$ cat src/hw/txdrv_pkg.sv
package txdrv_pkg;

	// ------------------------------------------------------------
	// Register offsets
	// ------------------------------------------------------------
	localparam logic [7:0] ADDR_DRIVER_MODE = 8'h28;
	localparam logic [7:0] ADDR_CARRIER_AMP = 8'h29;
	localparam logic [7:0] ADDR_MOD_CONTROL = 8'h2a;
	localparam logic [7:0] ADDR_LOAD_OVERSHOOT = 8'h2b;

	// ------------------------------------------------------------
	// Field positions
	// ------------------------------------------------------------
	localparam int BIT_SECOND_INVERT = 7;
	localparam int BIT_FIRST_INVERT = 6;
	localparam int BIT_DRIVER_ENABLE = 3;
	localparam int BIT_CLK_MODE_LO = 0;
	localparam int BIT_AMP_RED_LO = 6;
	localparam int BIT_RESIDUAL_LO = 0;
	localparam int BIT_SECOND_OVS_LO = 4;
	localparam int BIT_CARRIER_MAX = 3;
	localparam int BIT_MOD_INVERT = 2;
	localparam int BIT_MOD_SEL_LO = 0;
	localparam int BIT_FIRST_OVS_LO = 4;
	localparam int BIT_LOAD_TRIM_LO = 0;

	// Writable bit masks; reserved bits are held at zero
	localparam logic [7:0] MASK_DRIVER_MODE = 8'hcf;
	localparam logic [7:0] MASK_CARRIER_AMP = 8'hdf;

	// ------------------------------------------------------------
	// Reset values
	// ------------------------------------------------------------
	localparam logic [7:0] RST_DRIVER_MODE = 8'h00;
	localparam logic [7:0] RST_CARRIER_AMP = 8'h00;
	localparam logic [7:0] RST_MOD_CONTROL = 8'h00;
	localparam logic [7:0] RST_LOAD_OVERSHOOT = 8'h00;

	// ------------------------------------------------------------
	// Encodings
	// ------------------------------------------------------------
	localparam logic [2:0] CLK_MODE_HIGH_Z = 3'h0;
	localparam logic [2:0] CLK_MODE_OPEN_DRAIN = 3'h1;
	localparam logic [2:0] CLK_MODE_PUSH_PULL = 3'h2;
	localparam logic [2:0] CLK_MODE_BAD_A = 3'h3;
	localparam logic [2:0] CLK_MODE_FIX_LOW = 3'h4;
	localparam logic [2:0] CLK_MODE_FIX_HIGH = 3'h5;
	localparam logic [2:0] CLK_MODE_BAD_B = 3'h6;
	localparam logic [2:0] CLK_MODE_OPEN_SRC = 3'h7;

	localparam logic [1:0] MOD_SEL_NONE = 2'h0;
	localparam logic [1:0] MOD_SEL_ENVELOPE = 2'h1;
	localparam logic [1:0] MOD_SEL_SERIAL = 2'h2;

	localparam logic [10:0] AMP_RED_MV_0 = 11'h064;
	localparam logic [10:0] AMP_RED_MV_1 = 11'h0fa;
	localparam logic [10:0] AMP_RED_MV_2 = 11'h1f4;
	localparam logic [10:0] AMP_RED_MV_3 = 11'h3e8;

endpackage : txdrv_pkg

$ cat src/hw/txdrv_cfg_if.sv
interface txdrv_cfg_if;
	logic second_driver_invert;
	logic first_driver_invert;
	logic driver_enable;
	logic [2:0] driver_clock_mode;
	logic modulation_invert;
	logic [1:0] modulation_source_select;

	modport src (
		output second_driver_invert, first_driver_invert, driver_enable,
		output driver_clock_mode, modulation_invert, modulation_source_select
	);
	modport dst (
		input second_driver_invert, first_driver_invert, driver_enable,
		input driver_clock_mode, modulation_invert, modulation_source_select
	);
endinterface : txdrv_cfg_if

$ cat src/hw/txdrv_pin_stage.sv
module txdrv_pin_stage
	import txdrv_pkg::*;
(
	input wire logic i_core_clk,
	input wire logic i_rst,
	txdrv_cfg_if.dst cfg,
	input wire logic i_carrier,
	input wire logic i_envelope,
	input wire logic i_serial_sync,
	output logic o_mod,
	output logic o_first_out,
	output logic o_first_oe_n,
	output logic o_second_out,
	output logic o_second_oe_n
);

	typedef struct packed {
		logic mod;
		logic first_out;
		logic first_oe_n;
		logic second_out;
		logic second_oe_n;
	} stage_s;

	stage_s st_ff;
	stage_s nxt_st;

	// Drive value and enable for one pin in the selected mode
	function automatic logic [1:0] pin_drive(input logic [2:0] mode, input logic lvl,
		input logic en);
		logic [1:0] r;
		r = 2'b01;
		if (en) begin
			unique case (mode)
				CLK_MODE_PUSH_PULL: r = {lvl, 1'b0};
				CLK_MODE_OPEN_DRAIN: r = {1'b0, lvl};
				CLK_MODE_OPEN_SRC: r = {1'b1, ~lvl};
				CLK_MODE_FIX_LOW: r = 2'b00;
				CLK_MODE_FIX_HIGH: r = 2'b10;
				default: r = 2'b01;
			endcase
		end
		return r;
	endfunction : pin_drive

	always_comb begin
		logic src;
		logic m;
		logic l1;
		logic l2;
		src = 1'b0;
		m = 1'b0;
		l1 = 1'b0;
		l2 = 1'b0;
		unique case (cfg.modulation_source_select)
			MOD_SEL_ENVELOPE: src = i_envelope;
			MOD_SEL_SERIAL: src = i_serial_sync;
			default: src = 1'b0;
		endcase
		m = src ^ cfg.modulation_invert;
		l1 = i_carrier ^ cfg.first_driver_invert;
		l2 = i_carrier ^ cfg.second_driver_invert;
		nxt_st.mod = m;
		{nxt_st.first_out, nxt_st.first_oe_n} = pin_drive(cfg.driver_clock_mode, l1,
			cfg.driver_enable);
		{nxt_st.second_out, nxt_st.second_oe_n} = pin_drive(cfg.driver_clock_mode, l2,
			cfg.driver_enable);
		if (i_rst) begin
			nxt_st = '{mod: 1'b0, first_out: 1'b0, first_oe_n: 1'b1, second_out: 1'b0,
				second_oe_n: 1'b1};
		end
	end

	always_ff @(posedge i_core_clk) begin
		st_ff <= nxt_st;
	end

	assign o_mod = st_ff.mod;
	assign o_first_out = st_ff.first_out;
	assign o_first_oe_n = st_ff.first_oe_n;
	assign o_second_out = st_ff.second_out;
	assign o_second_oe_n = st_ff.second_oe_n;

endmodule : txdrv_pin_stage

$ cat src/hw/rf_transmitter_driver_config.sv
// How it works
// - Second driver inversion bit inverts the second pin's signal.
// - First driver inversion bit inverts the first pin's signal.
// - Driver enable bit enables both driver pins together.
// - Clock mode field picks open-drain, high-side-only, push-pull, high-Z, fixed high or low.
// - Amplitude reduction code 0..3 gives 100, 250, 500, 1000 mV below supply.
// - Maximum-carrier bit forces full amplitude and ignores the reduction field.
// - Modulation invert bit inverts the selected modulation source.
// - Source select: none, internal envelope, external serial input; 11 reserved.
// - Second overshoot field gives extra modulation length in carrier cycles.
// - First overshoot field holds the first overshoot timer value.
// - Load current trim field holds expected load current trim.
// - Residual carrier field sets residual carrier percentage.
//
// The address-and-strobe port is this design's own decision.
module rf_transmitter_driver_config
	import txdrv_pkg::*;
(
	input wire logic i_core_clk,
	input wire logic i_rst,
	input wire logic [7:0] i_addr,
	input wire logic [7:0] i_wdata,
	input wire logic i_wr,
	input wire logic i_rd,
	output logic [7:0] o_rdata,
	input wire logic i_carrier,
	input wire logic i_internal_transmit_envelope,
	input wire logic i_external_serial_signal_input,
	output logic o_first_driver_pin_out,
	output logic o_first_driver_pin_oe_n,
	output logic o_second_driver_pin_out,
	output logic o_second_driver_pin_oe_n,
	output logic o_modulation,
	output logic o_carrier_max,
	output logic [10:0] o_amp_reduction_mv,
	output logic [4:0] o_residual_carrier,
	output logic [3:0] o_second_overshoot_length,
	output logic [3:0] o_first_overshoot_value,
	output logic [3:0] o_load_current_trim,
	output logic o_clock_mode_unsupported
);

	// ------------------------------------------------------------
	// State
	// ------------------------------------------------------------
	typedef struct packed {
		logic [7:0] driver_mode;
		logic [7:0] carrier_amp;
		logic [7:0] mod_control;
		logic [7:0] load_overshoot;
		logic [7:0] rdata;
		logic [1:0] serial_sync;
		logic carrier_max;
		logic [10:0] amp_mv;
		logic [4:0] residual;
		logic [3:0] second_ovs;
		logic [3:0] first_ovs;
		logic [3:0] load_trim;
		logic clk_bad;
	} regs_s;

	regs_s st_ff;
	regs_s nxt_st;

	// Amplitude reduction lookup
	function automatic logic [10:0] reduction_mv(input logic [1:0] code);
		logic [10:0] v;
		v = AMP_RED_MV_0;
		unique case (code)
			2'h0: v = AMP_RED_MV_0;
			2'h1: v = AMP_RED_MV_1;
			2'h2: v = AMP_RED_MV_2;
			2'h3: v = AMP_RED_MV_3;
		endcase
		return v;
	endfunction : reduction_mv

	// ------------------------------------------------------------
	// Register file and derived settings
	// ------------------------------------------------------------
	always_comb begin
		logic [1:0] red;
		red = 2'h0;
		nxt_st = st_ff;
		nxt_st.serial_sync = {st_ff.serial_sync[0], i_external_serial_signal_input};
		if (i_wr) begin
			unique case (i_addr)
				ADDR_DRIVER_MODE: nxt_st.driver_mode = i_wdata & MASK_DRIVER_MODE;
				ADDR_CARRIER_AMP: nxt_st.carrier_amp = i_wdata & MASK_CARRIER_AMP;
				ADDR_MOD_CONTROL: nxt_st.mod_control = i_wdata;
				ADDR_LOAD_OVERSHOOT: nxt_st.load_overshoot = i_wdata;
				default: ;
			endcase
		end
		nxt_st.rdata = 8'h00;
		if (i_rd) begin
			unique case (i_addr)
				ADDR_DRIVER_MODE: nxt_st.rdata = st_ff.driver_mode;
				ADDR_CARRIER_AMP: nxt_st.rdata = st_ff.carrier_amp;
				ADDR_MOD_CONTROL: nxt_st.rdata = st_ff.mod_control;
				ADDR_LOAD_OVERSHOOT: nxt_st.rdata = st_ff.load_overshoot;
				default: nxt_st.rdata = 8'h00;
			endcase
		end
		red = st_ff.carrier_amp[BIT_AMP_RED_LO +: 2];
		nxt_st.carrier_max = st_ff.mod_control[BIT_CARRIER_MAX];
		nxt_st.amp_mv = st_ff.mod_control[BIT_CARRIER_MAX] ? 11'h000 : reduction_mv(red);
		nxt_st.residual = st_ff.carrier_amp[BIT_RESIDUAL_LO +: 5];
		nxt_st.second_ovs = st_ff.mod_control[BIT_SECOND_OVS_LO +: 4];
		nxt_st.first_ovs = st_ff.load_overshoot[BIT_FIRST_OVS_LO +: 4];
		nxt_st.load_trim = st_ff.load_overshoot[BIT_LOAD_TRIM_LO +: 4];
		// Flag codes that software must not program
		nxt_st.clk_bad = (st_ff.driver_mode[BIT_CLK_MODE_LO +: 3] == CLK_MODE_BAD_A) ||
			(st_ff.driver_mode[BIT_CLK_MODE_LO +: 3] == CLK_MODE_BAD_B);
		if (i_rst) begin
			nxt_st = '0;
			nxt_st.driver_mode = RST_DRIVER_MODE;
			nxt_st.carrier_amp = RST_CARRIER_AMP;
			nxt_st.mod_control = RST_MOD_CONTROL;
			nxt_st.load_overshoot = RST_LOAD_OVERSHOOT;
			nxt_st.amp_mv = AMP_RED_MV_0;
		end
	end

	always_ff @(posedge i_core_clk) begin
		st_ff <= nxt_st;
	end

	// ------------------------------------------------------------
	// Pin stage
	// ------------------------------------------------------------
	txdrv_cfg_if cfg_bus ();

	assign cfg_bus.second_driver_invert = st_ff.driver_mode[BIT_SECOND_INVERT];
	assign cfg_bus.first_driver_invert = st_ff.driver_mode[BIT_FIRST_INVERT];
	assign cfg_bus.driver_enable = st_ff.driver_mode[BIT_DRIVER_ENABLE];
	assign cfg_bus.driver_clock_mode = st_ff.driver_mode[BIT_CLK_MODE_LO +: 3];
	assign cfg_bus.modulation_invert = st_ff.mod_control[BIT_MOD_INVERT];
	assign cfg_bus.modulation_source_select = st_ff.mod_control[BIT_MOD_SEL_LO +: 2];

	txdrv_pin_stage u_pin_stage (
		.i_core_clk(i_core_clk),
		.i_rst(i_rst),
		.cfg(cfg_bus.dst),
		.i_carrier(i_carrier),
		.i_envelope(i_internal_transmit_envelope),
		.i_serial_sync(st_ff.serial_sync[1]),
		.o_mod(o_modulation),
		.o_first_out(o_first_driver_pin_out),
		.o_first_oe_n(o_first_driver_pin_oe_n),
		.o_second_out(o_second_driver_pin_out),
		.o_second_oe_n(o_second_driver_pin_oe_n)
	);

	assign o_rdata = st_ff.rdata;
	assign o_carrier_max = st_ff.carrier_max;
	assign o_amp_reduction_mv = st_ff.amp_mv;
	assign o_residual_carrier = st_ff.residual;
	assign o_second_overshoot_length = st_ff.second_ovs;
	assign o_first_overshoot_value = st_ff.first_ovs;
	assign o_load_current_trim = st_ff.load_trim;
	assign o_clock_mode_unsupported = st_ff.clk_bad;

endmodule : rf_transmitter_driver_config

$ cat config.mk
export PLATFORM = sky130hd
export DESIGN_NAME = rf_transmitter_driver_config
export DESIGN_NICKNAME = d
export VERILOG_FILES = /design/src/hw/txdrv_pkg.sv /design/src/hw/txdrv_cfg_if.sv /design/src/hw/txdrv_pin_stage.sv /design/src/hw/rf_transmitter_driver_config.sv
export SDC_FILE = /design/constraint.sdc
export NUM_CORES = 1
export LEC_CHECK = 0
export BUFFER_PORTS_ARGS = -buffer_cell sky130_fd_sc_hd__buf_2
export CORE_MARGIN = 2
export CORE_UTILIZATION = 53
export DETAILED_ROUTE_END_ITERATION = 16
export GPL_TIMING_DRIVEN = 0
export PLACE_DENSITY = 0.85
export SLEW_MARGIN = 20
export SYNTH_ARGS = -nofsm -noshare
export SYNTH_HDL_FRONTEND = slang
export SYNTH_SLANG_ARGS = --single-unit
$ cat constraint.sdc
create_clock -name i_core_clk -period 1.5 [get_ports i_core_clk]
set_input_delay 0.075 -clock i_core_clk [delete_from_list [all_inputs] [get_ports i_core_clk]]
set_output_delay 0.075 -clock i_core_clk [all_outputs]
set_load 0.02 [all_outputs]
==> out/metrics.cfg <==
[final_layout]
seq_area_um2=1421
diodes=0
drive_above_1_share_pct=36.34
instances_no_fill=425
multi_input_area_um2=1074
final_util_pct=67.57
fillers=428
areaGrowthSynthToFinish_pct=20.80
final_nets=381

[placement]
portBuffers=63
dp_cells=408
gp_congestion=0.7683
place_hpwl_um=4026

[worst_setup_path]
critical_path.max_fanout=10
worst_setup_path_start_kind=input pin
worstPathCellList=dlygate4sd3_1, buf_2, inv_1, buf_2, o2111ai_1, a21o_1
crit_path_end_kind=flop
critPathArrivalTime_ns=1.67
crit_type=input pin to flop
crit_top_cell=buf_2
required_ns=1.74
crit_path_max_incr_delay_ns=0.56
cpMaxStageDelayCell=dlygate4sd3_1

[die]
initial_utilization_pct=55.94
dieHeight_um=78.12
ios=66
die_w_um=78.12
core_area_um2=5205
die_area_um2=6102
row_count=26

[grt]
grt_pass1_wl_um=9377
antenna_found_initial=0
grt_pass1_vias=2010
grt_max_degree=11
grt_overflow=0
grt_util_all_layers_pct=20.41

[synthesis]
ys.flop_type=dfxtp_1
synth.area.top_cells=dfxtp_1 49%, mux2i_1 11%, buf_4 9.5%, mux4_1 5.4%, nand2_1 5.3%
synthCells=274
ys_top_cells_by_count=71 x dfxtp_1, 41 x nand2_1, 37 x buf_4, 32 x mux2i_1, 23 x inv_1
yosysWarningCount=0
synth_area_leader_cell=dfxtp_1
syn_area_um2=2912
syn_avg_cell_area_um2=10.63
ys_async_sr_fraction_pct=0
yosysTopAreaCellShare_pct=48.82
ys_seq_elements=71
synth_edf_count=0
yosysMostFrequentCell=dfxtp_1
seq_area_frac_synth_pct=48.82
synth_cell_types=36

[route]
drt-initial-drc-count=123
routed_via_density=4.845
wirelength_um=5816
drtAntennaViolNets=0
wl_per_cell_um=13.68
vias=2059
drt_pre_antenna_iters=4
drc=0

[timing]
setup_viol=0
setup-tns-final_ns=0
maxSlewViolCount=0
min_period_over_period_pct=95.57
finalClockSkew_ns=0.005043
period_minus_slack_ns=1.434
finalHoldViolCount=0
clock.fmax_mhz=697.6

[clock_tree]
clk_pin_slew_ns=0.07
numCtsBuffers=9
clock_path_buffers=2
cts_root_buf=clkbuf_8
cts_sinks=71
cts_tree=yes
clock_latency_ns=0.34
cts_setup_buffers=0
htree_num_levels=3

[pwr]
p_leak_nw=1.993
ir_drop_uv=755.7
powerDensity_nw_per_um2=954.9

[run]
drv_cap=0

[status]
status=completed

[min_path]
holdCritPathClass=input pin to flop

[layer usage]
layer | part of all wire (%) | GRT usage [%] | up-vias
li1 | - | - | 1011
met1 | 43 | 23.36 | 966
met2 | 49 | 35.26 | 68
met3 | 5.0 | 4.828 | 14
met4 | 2.8 | 10.88 | 0
met5 | 0 | 0 | -
[state kept, by name, indices dropped and copies added, names as in the netlist]
name,cells
u_pin_stage.o_second_oe_n,1
cfg_bus.driver_clock_mode,3
cfg_bus.first_driver_invert,1
o_second_overshoot_length,4
st_ff,22
cfg_bus.modulation_source_select,2
o_first_overshoot_value,4
cfg_bus.modulation_invert,1
o_rdata,8
o_carrier_max,1
o_load_current_trim,4
u_pin_stage.o_mod,1
u_pin_stage.o_second_out,1
u_pin_stage.o_first_out,1
cfg_bus.second_driver_invert,1
o_amp_reduction_mv,8
o_residual_carrier,5
u_pin_stage.o_first_oe_n,1
cfg_bus.driver_enable,1
o_clock_mode_unsupported,1
[kinds of logic (layout without fill, tap and decap cells)]
family | after synthesis | in the layout | share of synthesized area [%]
other | 1 | 2 | 0.1288
AOI/OAI and AO/OA | 12 | 12 | 2.707
adders and majority gates | 6 | 6 | 2.578
buffers and inverters | 69 | 149 | 14.44
and+or+nand+nor | 72 | 72 | 13.32
muxes | 39 | 39 | 16.80
DFF | 71 | 71 | 48.82
xor gates and xnor gates | 4 | 4 | 1.203
[power by group]
group | internal (mW) | total, mW | switching [mW]
clock network | 0.672 | 1.32 | 0.650
registers | 1.89 | 1.89 | 0.00163
logic | 0.0630 | 0.147 | 0.0839
total | 2.62 | 3.36 | 0.736
[worst max-delay path: cells and delay by family]
family,cells,cell delay [ns]
compound gates,2,0.45
buf+inv,4,1.15
[final cells by class]
cell class | count | area share, %
clock inverter | 1 | 0.1423
tap | 70 | 2.490
inverter | 23 | 2.455
sequential | 71 | 40.41
multi-input combinational | 135 | 30.52
clock buffer | 13 | 4.518
buffer | 46 | 9.641
timing repair buffer | 66 | 9.819
[path summary, 6_finish.rpt]
check	start	end	slack, ns	depth (start not counted)
max	i_rst	u_pin_stage.o_first_oe_n$_SDFF_PP1_	0.07	6
min	i_wdata[5]	st_ff[53]$_SDFFE_PP0P_	0.03	3
max reg2reg	cfg_bus.modulation_source_select[0]$_SDFFE_PP0P_	u_pin_stage.o_mod$_SDFF_PP0_	0.10	4
min reg2reg	st_ff[47]$_SDFFE_PP0P_	o_first_overshoot_value[3]$_SDFF_PP0_	0.45	2
[cells in the final DEF (no fill, tap or decap), types with 2 or more instances in the layout]
| master | count |
|---|---|
| o21a_1 | 2 |
| nand2_1 | 41 |
| buf_2 | 66 |
| clkbuf_1 | 3 |
| a21oi_1 | 3 |
| ha_1 | 6 |
| mux2i_1 | 32 |
| nor2_1 | 6 |
| dlygate4sd3_1 | 3 |
| a21o_1 | 2 |
| mux4_1 | 6 |
| inv_1 | 23 |
| nor2b_1 | 8 |
| nor3b_1 | 2 |
| a22oi_1 | 2 |
| clkbuf_2 | 2 |
| dfxtp_1 | 71 |
| o21ai_0 | 2 |
| and2_1 | 3 |
| clkbuf_8 | 12 |
| xor2_1 | 3 |
| buf_4 | 37 |
| conb_1 | 2 |
| nand3_2 | 2 |
[timing repair]
item,CTS,global route
hold buffers,3,0
hold endpoints to repair,2,0
setup endpoints to repair,0,17
gates resized for setup,0,5
[metrics by stage]
stage	hold WS, ns	cell area (um^2)	total power, mW	worst slack [ns]
2_1_floorplan	0.1441	2915	2.010	0.3122
5_1_grt	0.03617	3517	3.454	-0.01559
3_3_place_gp	0.3089	3318	2.066	0.2008
3_5_place_dp	0.3139	3318	2.069	0.1727
6_report	0.02883	3517	3.359	0.06648
4_1_cts	0.02519	3512	3.365	0.04579
(Power assumes the default switching activity.)
